<file path="src/bdp_pkg.sv">
// Package for the two-bit and four-bit bidirectional port block
`default_nettype none
package bdp_pkg;
    // I/O module addresses on the nibble bus
    localparam logic [3:0] ADDR_DUAL_PORT = 4'h1;
    localparam logic [3:0] ADDR_QUAD_PORT = 4'h2;
    localparam logic [3:0] ADDR_AUX_SWITCH = 4'h8;
    // Reset values
    localparam logic [3:0] QUAD_DATA_RST = 4'hF;
    localparam logic [3:0] QUAD_DIR_RST = 4'hF;
    localparam logic [1:0] DUAL_LATCH_RST = 2'h3;
    localparam logic [3:0] AUX_SEL_RST = 4'hF;
    // Bit positions of the two-bit port inside the nibble
    localparam int DUAL_BIT_LO = 0;
    localparam int DUAL_BIT_HI = 3;
    localparam logic [3:0] NIBBLE_ZERO = 4'h0;

    // One CPU I/O bus access
    typedef struct packed {
        logic wr;
        logic rd;
        logic [3:0] addr;
        logic [3:0] wdata;
    } bdp_io_req_t;

    // Pad control for one four-bit port
    typedef struct packed {
        logic [3:0] out;
        logic [3:0] oe_n;
    } bdp_pad4_t;

    // Map two-bit port onto the nibble lanes
    function automatic logic [3:0] dual_to_nibble(input logic [1:0] v);
        logic [3:0] n;
        n = NIBBLE_ZERO;
        n[DUAL_BIT_LO] = v[0];
        n[DUAL_BIT_HI] = v[1];
        return n;
    endfunction
endpackage
`default_nettype wire

</file>
<file path="src/bdp_dual_port.sv">
// Two-bit port with direction switched automatically by IN and OUT
`default_nettype none
module bdp_dual_port (
    input wire logic core_clk,
    input wire logic resetn,
    input wire logic wr_hit,
    input wire logic rd_hit,
    input wire logic [3:0] wdata,
    input wire logic [1:0] pin_in,
    output logic [1:0] pin_out,
    output logic [1:0] pin_oe_n,
    output logic [3:0] rdata
);
    logic [1:0] latch_r;
    logic out_mode_r;
    logic [1:0] pin_s;

    // Pins sampled by a register so a read returns their settled level
    always_ff @(posedge core_clk or negedge resetn) begin
        if (!resetn) begin
            latch_r <= bdp_pkg::DUAL_LATCH_RST;
            out_mode_r <= 1'h0;
            pin_s <= bdp_pkg::DUAL_LATCH_RST;
        end else begin
            pin_s <= pin_in;
            if (wr_hit) begin
                latch_r <= {wdata[bdp_pkg::DUAL_BIT_HI], wdata[bdp_pkg::DUAL_BIT_LO]};
                out_mode_r <= 1'h1;
            end else if (rd_hit) begin
                out_mode_r <= 1'h0;
            end
        end
    end

    // Whole port shares one enable; only bits 0 and 3 exist
    assign pin_out = latch_r;
    assign pin_oe_n = {2{~out_mode_r}};
    // Pins, not latch; first read after output may still see the latch level
    assign rdata = bdp_pkg::dual_to_nibble(pin_s);
endmodule
`default_nettype wire

</file>
<file path="src/bdp_ports.sv">
// Top of the two-bit and four-bit bidirectional ports on the nibble I/O bus
// Function
// - Two-bit port uses only nibble bits 0 and 3.
// - Four-bit port has four data latches and pins.
// - Data at primary register, direction at auxiliary; four-bit port address 2.
// - OUT turns two-bit port to output, IN turns it to input.
// - Written two-bit data latched on the OUT clock and driven at the pads one clock later.
// - Reset sets two-bit latches to one and port to input.
// - IN on two-bit port returns pin levels, not latches.
// - Direction bit n governs pin n; one input, zero output.
// - Four-bit direction register resets to all ones.
// - Four-bit data read returns pin levels even for outputs.
// - Strong pull-up on four-bit pin 0 during reset.
// - Four-bit pin 0 pull-down disabled during reset and until the first clock after it.
// - Aux switch write selects auxiliary register for the next access only, if that access is to the selected address.
`default_nettype none
module bdp_ports (
    input wire logic core_clk,
    input wire logic resetn,
    input wire bdp_pkg::bdp_io_req_t io_req,
    output logic [3:0] io_rdata,
    output logic io_rvalid,
    input wire logic [1:0] dual_pin_in,
    output logic [1:0] dual_pin_out,
    output logic [1:0] dual_pin_oe_n,
    input wire logic [3:0] quad_pin_in,
    output bdp_pkg::bdp_pad4_t quad_pad,
    output logic quad_pin0_test_enable,
    output logic quad_pin0_pulldown_off
);
    logic [3:0] quad_port_data_reg;
    logic [3:0] quad_port_direction_reg;
    logic [3:0] aux_sel_r;
    logic [3:0] quad_pin_s;
    logic [3:0] io_rdata_r;
    logic io_rvalid_r;
    logic [1:0] dual_out_w;
    logic [1:0] dual_oe_w;
    logic [3:0] dual_rdata_w;
    logic reset_phase_r;

    // Address decode; aux_sel holds the module picked by the switch
    wire aux_active = (aux_sel_r == io_req.addr);
    wire any_access = io_req.wr | io_req.rd;
    wire asw_wr = io_req.wr && (io_req.addr == bdp_pkg::ADDR_AUX_SWITCH);
    wire quad_hit = (io_req.addr == bdp_pkg::ADDR_QUAD_PORT);
    wire quad_data_wr = io_req.wr && quad_hit && !aux_active;
    wire quad_dir_wr = io_req.wr && quad_hit && aux_active;
    wire quad_data_rd = io_req.rd && quad_hit && !aux_active;
    wire dual_hit = (io_req.addr == bdp_pkg::ADDR_DUAL_PORT);
    // Two-bit port has no auxiliary register, so any write reaches the latch and any read returns the pins
    wire dual_wr = io_req.wr && dual_hit;
    wire dual_rd = io_req.rd && dual_hit;

    // Read mux; direction register is write-only and reads as zero
    wire [3:0] rd_mux = quad_data_rd ? quad_pin_s :
                        dual_rd ? dual_rdata_w : bdp_pkg::NIBBLE_ZERO;

    // Pad drive: direction bit one means released
    wire [3:0] quad_oe_n_nxt = quad_port_direction_reg;

    bdp_dual_port u_dual (
        .core_clk(core_clk),
        .resetn(resetn),
        .wr_hit(dual_wr),
        .rd_hit(dual_rd),
        .wdata(io_req.wdata),
        .pin_in(dual_pin_in),
        .pin_out(dual_out_w),
        .pin_oe_n(dual_oe_w),
        .rdata(dual_rdata_w)
    );

    // Four-bit port registers
    always_ff @(posedge core_clk or negedge resetn) begin
        if (!resetn) begin
            quad_port_data_reg <= bdp_pkg::QUAD_DATA_RST;
            quad_port_direction_reg <= bdp_pkg::QUAD_DIR_RST;
        end else begin
            // Never both at once: the aux select steers a write to one of them
            if (quad_data_wr) begin
                quad_port_data_reg <= io_req.wdata;
            end
            if (quad_dir_wr) begin
                quad_port_direction_reg <= io_req.wdata;
            end
        end
    end

    // Aux switch: a select lasts for one following access to any module
    // Clearing on any access keeps a stale select from hitting a later write
    always_ff @(posedge core_clk or negedge resetn) begin
        if (!resetn) begin
            aux_sel_r <= bdp_pkg::AUX_SEL_RST;
        end else if (asw_wr) begin
            aux_sel_r <= io_req.wdata;
        end else if (any_access) begin
            aux_sel_r <= bdp_pkg::AUX_SEL_RST;
        end
    end

    // Pin sampling and registered read return
    always_ff @(posedge core_clk or negedge resetn) begin
        if (!resetn) begin
            quad_pin_s <= bdp_pkg::QUAD_DATA_RST;
            io_rdata_r <= bdp_pkg::NIBBLE_ZERO;
            io_rvalid_r <= 1'h0;
        end else begin
            quad_pin_s <= quad_pin_in;
            io_rdata_r <= rd_mux;
            io_rvalid_r <= io_req.rd;
        end
    end

    // Reset phase flag: set under reset, cleared on the first clock after
    // A flop keeps the pin 0 steering glitch-free, at the cost of one extra cycle
    always_ff @(posedge core_clk or negedge resetn) begin
        if (!resetn) begin
            reset_phase_r <= 1'h1;
        end else begin
            reset_phase_r <= 1'h0;
        end
    end

    // Outputs, all registered
    always_ff @(posedge core_clk or negedge resetn) begin
        if (!resetn) begin
            quad_pad.out <= bdp_pkg::QUAD_DATA_RST;
            quad_pad.oe_n <= bdp_pkg::QUAD_DIR_RST;
            dual_pin_out <= bdp_pkg::DUAL_LATCH_RST;
            dual_pin_oe_n <= bdp_pkg::DUAL_LATCH_RST;
        end else begin
            quad_pad.out <= quad_port_data_reg;
            quad_pad.oe_n <= quad_oe_n_nxt;
            dual_pin_out <= dual_out_w;
            dual_pin_oe_n <= dual_oe_w;
        end
    end

    assign io_rdata = io_rdata_r;
    assign io_rvalid = io_rvalid_r;
    // Pull-up and pull-down steering come from the reset-phase flop
    assign quad_pin0_test_enable = reset_phase_r;
    assign quad_pin0_pulldown_off = reset_phase_r;
endmodule
`default_nettype wire

</file>
<file path="config.mk">
export PLATFORM = sky130hd
export DESIGN_NAME = bdp_ports
export DESIGN_NICKNAME = d
export VERILOG_FILES = /design/src/bdp_pkg.sv /design/src/bdp_dual_port.sv /design/src/bdp_ports.sv
export SDC_FILE = /design/constraint.sdc
export NUM_CORES = 1
export LEC_CHECK = 0
export BUFFER_PORTS_ARGS = -buffer_cell sky130_fd_sc_hd__buf_2
export CAP_MARGIN = 20
export CORE_MARGIN = 3
export CORE_UTILIZATION = 54
export DETAILED_ROUTE_END_ITERATION = 8
export PLACE_DENSITY_LB_ADDON = 0.08
export SETUP_SLACK_MARGIN = 0.15
export SLEW_MARGIN = 0
export SYNTH_ARGS = -nofsm -noshare
export SYNTH_HDL_FRONTEND = slang
export SYNTH_SLANG_ARGS = --single-unit
</file>
<file path="constraint.sdc">
create_clock -name core_clk -period 4.5 [get_ports core_clk]
set_input_delay 0.9 -clock core_clk [delete_from_list [all_inputs] [get_ports core_clk]]
set_output_delay 0.9 -clock core_clk [all_outputs]
set_load 0.03 [all_outputs]
</file>
# --- After elaboration in Yosys (flattened, before gate mapping) ---
# Cells that the tools add are included.
classes:
  n_bitwise: 2
  eq_ne: 4
  muxes: 6
  reduce_logical: 11
ops:
  columns: ["cell", "count"]
  rows:
  - ["two-way mux 4 bit", 4]
  - ["logical AND 1 bit", 8]
  - ["equality test 4 x 1 -> 1 bit, second input constant", 1]
  - ["equality test 4 x 2 -> 1 bit, second input constant", 1]
  - ["equality test 4 bit", 1]
  - ["equality test 4 bit, second input constant", 1]
  - ["nonzero test 2 bit", 2]
  - ["two-way mux 1 bit", 2]
  - ["zero test 1 bit", 1]
  - ["NOT 1 bit", 1]
  - ["OR 1 bit", 1]
word_totals:
  reg_bits: 38
  input_bits: 18
  word_cells: 37
  out_inout_bits: 19

# --- Longest topological paths before layout ---
# Gate-level depths: netlist of the first run.
logic_depth:
  depth_word: 4
  depth_mapped: 4

# --- Modules after synthesis ---
# Synthesis of the first run repeated with hierarchy kept, for this count alone.
unflattened:
  hier_cells: 80
  area_unflattened_um2: 1391.3
modules_own_cells:
  columns: ["mod", "area_per_inst_um2", "n_inst", "cells_each"]
  rows:
  - ["bdp_ports", 1201.2, 1, 67]
  - ["bdp_dual_port", 190.2, 1, 13]

# --- Worst setup path before layout of the first run ---
# No wires, ideal clock.
synth_path:
  path_kind: "input-to-reg"
  start: "input io_req[5] in the netlist's numbering"
  end: "register quad_port_direction_reg[0] (netlist: quad_oe_n_nxt[0])"
  setup_ps: 82
  path_slack_ps: 2446
  n_path_buf: 0
  path_stages: 4
  arrival_ps: 1972
  required_time_ps: 4418
  path_cell_list: "xor2_1 -> nor4_2 -> and4_2 -> mux2_2"
synth_between:
  elab_chain_cells: 3
  word_cells_on_any_way: 4
  classes_between: "2 x eq/ne; 2 x reduce/logical"
synth_lines:
  columns: ["item", "line", "rtl"]
  rows:
  - ["start: declaration", "bdp_ports.sv:20", "input wire bdp_pkg::bdp_io_req_t io_req,"]
  - ["equality test 4 x 2 -> 1 bit", "bdp_ports.sv:46", "wire quad_hit = (io_req.addr == bdp_pkg::ADDR_QUAD_PORT);"]
  - ["logical AND 1 bit", "bdp_ports.sv:48", "wire quad_dir_wr = io_req.wr && quad_hit && aux_active;"]
  - ["logical AND 1 bit (*)", "bdp_ports.sv:48", null]
  - ["end signal: assignment", "bdp_ports.sv:78", "quad_port_direction_reg <= bdp_pkg::QUAD_DIR_RST;"]
  - ["end signal: assignment", "bdp_ports.sv:85", "quad_port_direction_reg <= io_req.wdata;"]
  - ["end: declaration", "bdp_ports.sv:32", "logic [3:0] quad_port_direction_reg;"]
# Mark *: on every way between the ends. The rest lies on a longest branch, timed or not.
# A chain may end at the register's enable or synchronous reset.

# --- Final worst setup path of the first run ---
layout_path:
  start: "register dual_pin_oe_n[0] (netlist name)"
  end: "output dual_pin_oe_n[0]"
layout_rtl:
  columns: ["item", "line", "rtl"]
  rows:
  - ["end: declaration", "bdp_ports.sv:25", "output logic [1:0] dual_pin_oe_n,"]
# No word-level cell between the ends.

==> impl_metrics.csv, run 1 <==
group,metric,value,unit
route,routed_via_density,5.23,
critical_path,crit_buf_inv,1,
global_route,grt.busiest_layer,"met2",
synthesis,synth-seq-area-share,74.2,%
timing,clock_skew,0.00753,ns
timing,drv_slew,0,
timing,setup_viol,0,
min_path,whs_path_depth,1,
global_route,grt-ovfl-total,0,
synthesis,ys_types,22,
critical_path,required,3.60,ns
min_path,holdPathEnd,"dual_pin_oe_n[0]",
synthesis,syn_inst,76,
placement,hpwl,1530,um
critical_path,reg2regPathDepth,4,
clock_network,cts_tree,"yes",
final_layout,antennaDiodeCount,0,
die,core-area,2280,um2
clock_network,clock_latency,0.34,ns
critical_path,cp-start-kind,"flop",
global_route,grt_pass1_vias,797,
die,die_area,3100,um2
clock_network,cts_sinks,38,
global_route,use_met2,26.4,%
pwr,p_total,755,uW
synthesis,avgSynthCellArea,17.6,um2
outcome,status,"complete, no violations",
clock_network,cts_resized,0,
critical_path,crit_family,"flip-flops",
timing,period_minus_slack,1.96,ns
final_layout,seqCellArea,991,um2
global_route,antenna_found_initial,0,
critical_path,endpoint_kind,"output port",
final_layout,layout-drive-gt1-share,73.7,%
die,io_pins,37,
placement,globalplace.congestion,0.772,
critical_path,crit_type,"reg -> out",
clock_network,cts_root_buffer,"clkbuf_4",
route,via_count,763,
pwr,ir_drop,0.352,mV
global_route,grt.total_usage,17.0,%
critical_path,critPathMaxFanout,2,
clock_network,post_cts_buffers,0,
route,first_iter_violations,3,
critical_path,crit_chain,"buf_2",
timing,setup_tns,0,ns
timing,fmaxAchievable,510,MHz
route,drtPass1Iterations,3,
final_layout,largest_reg_flops,8,
min_path,min_from,"u_dual.out_mode_r",
clock_network,clockBufferDepth,2,
route,ant_nets,0,
route,wl,2290,um
route,remaining_drc_errors,0,
critical_path,critPathArrivalTime,1.06,ns
die,die_x,55.7,um
clock_network,cts_buffers,5,
synthesis,syn-num-nets,94,
global_route,gr-usage-met3,7.89,%
global_route,use_met1,20.9,%
route,wl_per_cell,15.7,um
critical_path,worstReg2RegEnd,"quad_oe_n_nxt[3]",
timing,rsz0062_at_grt,"no",
critical_path,r2r-start,"aux_sel_r[1]",
timing,hold_viol,0,
final_layout,fin_nets,135,
critical_path,cp_slowest_cell,"dfstp_2",
synthesis,syn_area,1340,um2
die,die_height,55.7,um
clock_network,htreeDepth,2,
final_layout,regMostFlops,"quad_pad",
pwr,p_leak,0.720,nW
global_route,grt_pass1_wl,3920,um
critical_path,r2r_slack,2.78,ns
critical_path,cpPeakStageDelay,0.54,ns
flow_run,drv_cap,0,
timing,worst_slew_pin_slew,0.771,ns
placement,port_buffers,36,
die,initial_utilization,58.7,%
synthesis,ys_ff_latch,38,
final_layout,multiInputGateArea,325,um2
timing,min_period_over_period,43.5,%
die,rows,17,
clock_network,clkTransAtPathRegs,0.11,ns
final_layout,fill_cells,152,
clock_network,hold_buffers,0,
synthesis,ys_warn_count,0,
pwr,power_density,469,nW/um2
final_layout,area_growth,20.6,%
global_route,grt_max_degree,39,
min_path,hp-class,"reg -> reg",
timing,relSlewSlack,48.6,%
-- Yosys cell counts, drive strengths merged --
library cell | n | area (um2)
buf | 2 | 15.0
xor2 | 4 | 35.0
conb | 1 | 3.75
dfstp | 32 | 841
inv | 1 | 3.75
and4b | 1 | 13.8
nand3 | 1 | 5.00
mux2 | 10 | 128
o32a | 4 | 40.0
a22o | 2 | 17.5
nor2 | 1 | 3.75
dfrtp | 6 | 150
nor2b | 1 | 6.26
o21ai | 1 | 5.00
nand4b | 1 | 8.76
nor4 | 1 | 12.5
nor3b | 2 | 15.0
nand2 | 1 | 3.75
nor3 | 1 | 5.00
and2 | 2 | 12.5
and4 | 1 | 10.0
-- final cells by class --
type	count	area share (%)
clock buffers	7	2.80
clock inverters	1	1.86
inverters	1	0.233
multi-input cells	35	20.2
flip-flops and latches	38	61.5
well taps	28	2.18
repair buffers	36	11.2
-- power by group --
part	switching (mW)	leakage (nW)	internal, mW
clock	0.104	0.0395	0.118
combinational	0.0729	0.268	0.0396
sequential	0.0150	0.413	0.405
total	0.192	0.720	0.563
-- routing by layer --
layer | share of wire, % | routed length (um)
met5 | 0 | 0
met4 | 1.7 | 39
met3 | 6.9 | 159
met2 | 46 | 1060
met1 | 45 | 1030
-- stage by stage --
step                instances  setup slack (ns)  util (%)  cell area (um2)  hold WS [ns]
finish                    146              2.54      70.8             1610         0.373
global route              146              2.49      70.8             1610         0.380
CTS                       146              2.53      70.8             1610         0.374
detailed placement        138              2.22      67.5             1540         0.359
global placement          138              2.27      67.5             1540         0.355
floorplan                  76              2.45         -             1340         0.345
-- worst max-delay path by stage --
| stage | start | to | slack (ns) | cells past startpoint |
|---|---|---|---|---|
| 4_1_cts | dual_pin_oe_n[0] | dual_pin_oe_n[0] | 2.53 | 1 |
| 3_5_place_dp | io_req[5] | quad_oe_n_nxt[3] | 2.22 | 5 |
| 5_1_grt | quad_pad[3] | quad_pad[3] | 2.49 | 1 |
| 2_1_floorplan | io_req[5] | quad_oe_n_nxt[0] | 2.45 | 4 |
| 6_report | dual_pin_oe_n[0] | dual_pin_oe_n[0] | 2.54 | 1 |
| 3_3_place_gp | io_req[5] | quad_oe_n_nxt[3] | 2.27 | 5 |
-- cell families (layout without fill, tap and decap cells) --
family,count (synthesis),count (layout),share of synthesized area (%)
AOI/OAI and AO/OA,7,7,4.69
xor gates and xnor gates,4,4,2.62
buffers and inverters,3,45,1.41
DFF,38,38,74.2
muxes,10,10,9.56
other,1,1,0.281
and+or+nand+nor,13,13,7.21
-- placed cells by master (no fill, tap or decap), drive strengths merged --
master and instances:
and2 2, xor2 4, a22o 2, mux2 10, and4b 1, and4 1
nor3 1, dfstp 32, bufinv 1, o32a 4, dfrtp 6, o21ai 1
conb 1, inv 1, nor3b 2, nand4b 1, clkbuf 7, buf 36
nor4 1, nor2 1, nand3 1, nor2b 1, nand2 1
Note: power is estimated with default switching activity, not from simulation.
==> run 2: changes to the inputs <==
Settings changed: CORE_UTILIZATION 54 to 45.
Clock period 4.5 ns to 1.8 ns, I/O delays scaled along.
==> impl_metrics.csv, run 2 (same netlist as run 1, synthesis figures left out) <==
group,metric,value,unit
die,die_area,3660,um2
die,rows,19,
route,wl,2140,um
final_layout,layout-drive-gt1-share,77.2,%
final_layout,layout_common_cells,"buf_2, dfstp_2, mux2_2, dfrtp_1, clkbuf_4",
global_route,grt.total_usage,13.9,%
critical_path,required,2.08,ns
critical_path,cpPeakStageDelay,0.55,ns
critical_path,critPathArrivalTime,1.95,ns
placement,preCtsSetupSlack,0.0612,ns
clock_network,htreeDepth,2,
final_layout,largest_reg_flops,8,
route,remaining_drc_errors,0,
global_route,grt_max_degree,15,
die,io_pins,37,
timing,fmaxAchievable,596,MHz
critical_path,endpoint_kind,"flop",
critical_path,crit_type,"reg -> reg",
critical_path,crit_buf_inv,0,
critical_path,crit_chain,"xor2_1 -> nor4_2 -> and4_4 -> mux2_2",
route,wl_per_cell,13.9,um
route,ant_nets,0,
timing,fin_ws,0.122,ns
die,die_x,60.5,um
die,core-area,2780,um2
placement,port_buffers,36,
route,routed_via_density,5.07,
final_layout,fin_nets,140,
timing,setup_viol,0,
final_layout,area_growth,24.7,%
timing,clock_skew,0.00770,ns
outcome,status,"complete, no violations",
timing,drv_slew,0,
timing,finalHoldWorstSlack,0.110,ns
die,die_height,60.5,um
critical_path,cp_slowest_cell,"dfstp_2",
flow_run,drv_cap,0,
critical_path,critPathMaxFanout,4,
die,initial_utilization,48.0,%
timing,rsz0062_at_grt,"yes",
pwr,ir_drop,0.715,mV
pwr,power_density,1140,nW/um2
final_layout,antennaDiodeCount,0,
critical_path,crit_family,"simple AND/OR/NAND/NOR gates",
final_layout,final_common_cell,"buf_2",
clock_network,clock_latency,0.34,ns
final_layout,regMostFlops,"quad_pad",
clock_network,cts_buffers,5,
clock_network,cts_sinks,38,
clock_network,cts_tree,"yes",
global_route,grt_pass1_wl,3470,um
clock_network,clockBufferDepth,2,
route,first_iter_violations,6,
route,via_count,781,
critical_path,cp-start-kind,"flop",
pwr,clockPowerShare,29.4,%
timing,setup_tns,0,ns
pwr,p_leak,0.753,nW
pwr,power_frac_seq,55.4,%
clock_network,cts_root_buffer,"clkbuf_4",
pwr,comb_power_share,15.1,%
final_layout,final_util,59.9,%
timing,min_period_over_period,93.2,%
global_route,grt-ovfl-total,0,
global_route,grt_pass1_vias,749,
placement,globalplace.congestion,0.893,
clock_network,clkTransAtPathRegs,0.11,ns
timing,hold_viol,0,
route,drtPass1Iterations,4,
placement,hpwl,1590,um
pwr,power.switching,485,uW
global_route,antenna_found_initial,0,
min_path,hp-class,"in -> reg",
timing,period_minus_slack,1.68,ns
pwr,p_sw_share,25.7,%
pwr,p_int,1.41,mW
## run 2: cell type report
class,instances,area (um2)
flip-flops and latches,38,991
well taps,31,38.8
inverters,1,3.75
clock buffers,5,37.5
fillers,234,1120
multi-input cells,35,334
repair buffers,41,220
clock inverters,3,40.0
## run 2: repair_timing
action                                  in CTS  in global routing
endpoints found under the hold margin        3                  0
hold buffers                                 1                  0
endpoints found under the setup margin       4                 12
pin swaps                                    2                  3
gates resized for setup                      1                  2
setup buffers                                1                  0
## run 2: power by group through the flow
stage	combinational (mW)	sequential, mW	clock, mW
final	0.286	1.05	0.557
after global routing	0.310	1.06	0.610
after CTS	0.290	1.05	0.576
after detailed placement	0.286	1.06	0
after global placement	0.284	1.06	0
after floorplan	0.0886	1.16	0
## run 2: metrics by stage
stage          area (um2)  power [mW]  std cells
2_1_floorplan        1340        1.25         76
3_3_place_gp         1560        1.34        144
3_5_place_dp         1560        1.35        144
4_1_cts              1660        1.91        154
5_1_grt              1670        1.98        154
6_report             1670        1.89        154
## run 2: metal layers
metal	GRT usage (%)	vias to the layer above	routed length, um
li1	-	358	-
met1	18.5	386	984
met2	19.3	29	937
met3	4.04	8	155
met4	10.2	0	65
met5	0	-	0
## run 2: path summary, 6_finish.rpt
path | from | slack, ns | depth (start not counted) | endpoint
min in group asynchronous | resetn | 0.44 | 2 | io_rdata[2]
max reg2reg | aux_sel_r[2] | 0.12 | 4 | quad_oe_n_nxt[2]
max | aux_sel_r[2] | 0.12 | 4 | quad_oe_n_nxt[2]
min reg2reg | u_dual.pin_out[0] | 0.37 | 0 | dual_pin_out[0]
min | quad_pin_in[3] | 0.11 | 1 | quad_pin_s[3]
max in group asynchronous | resetn | 0.81 | 3 | dual_pin_oe_n[0]
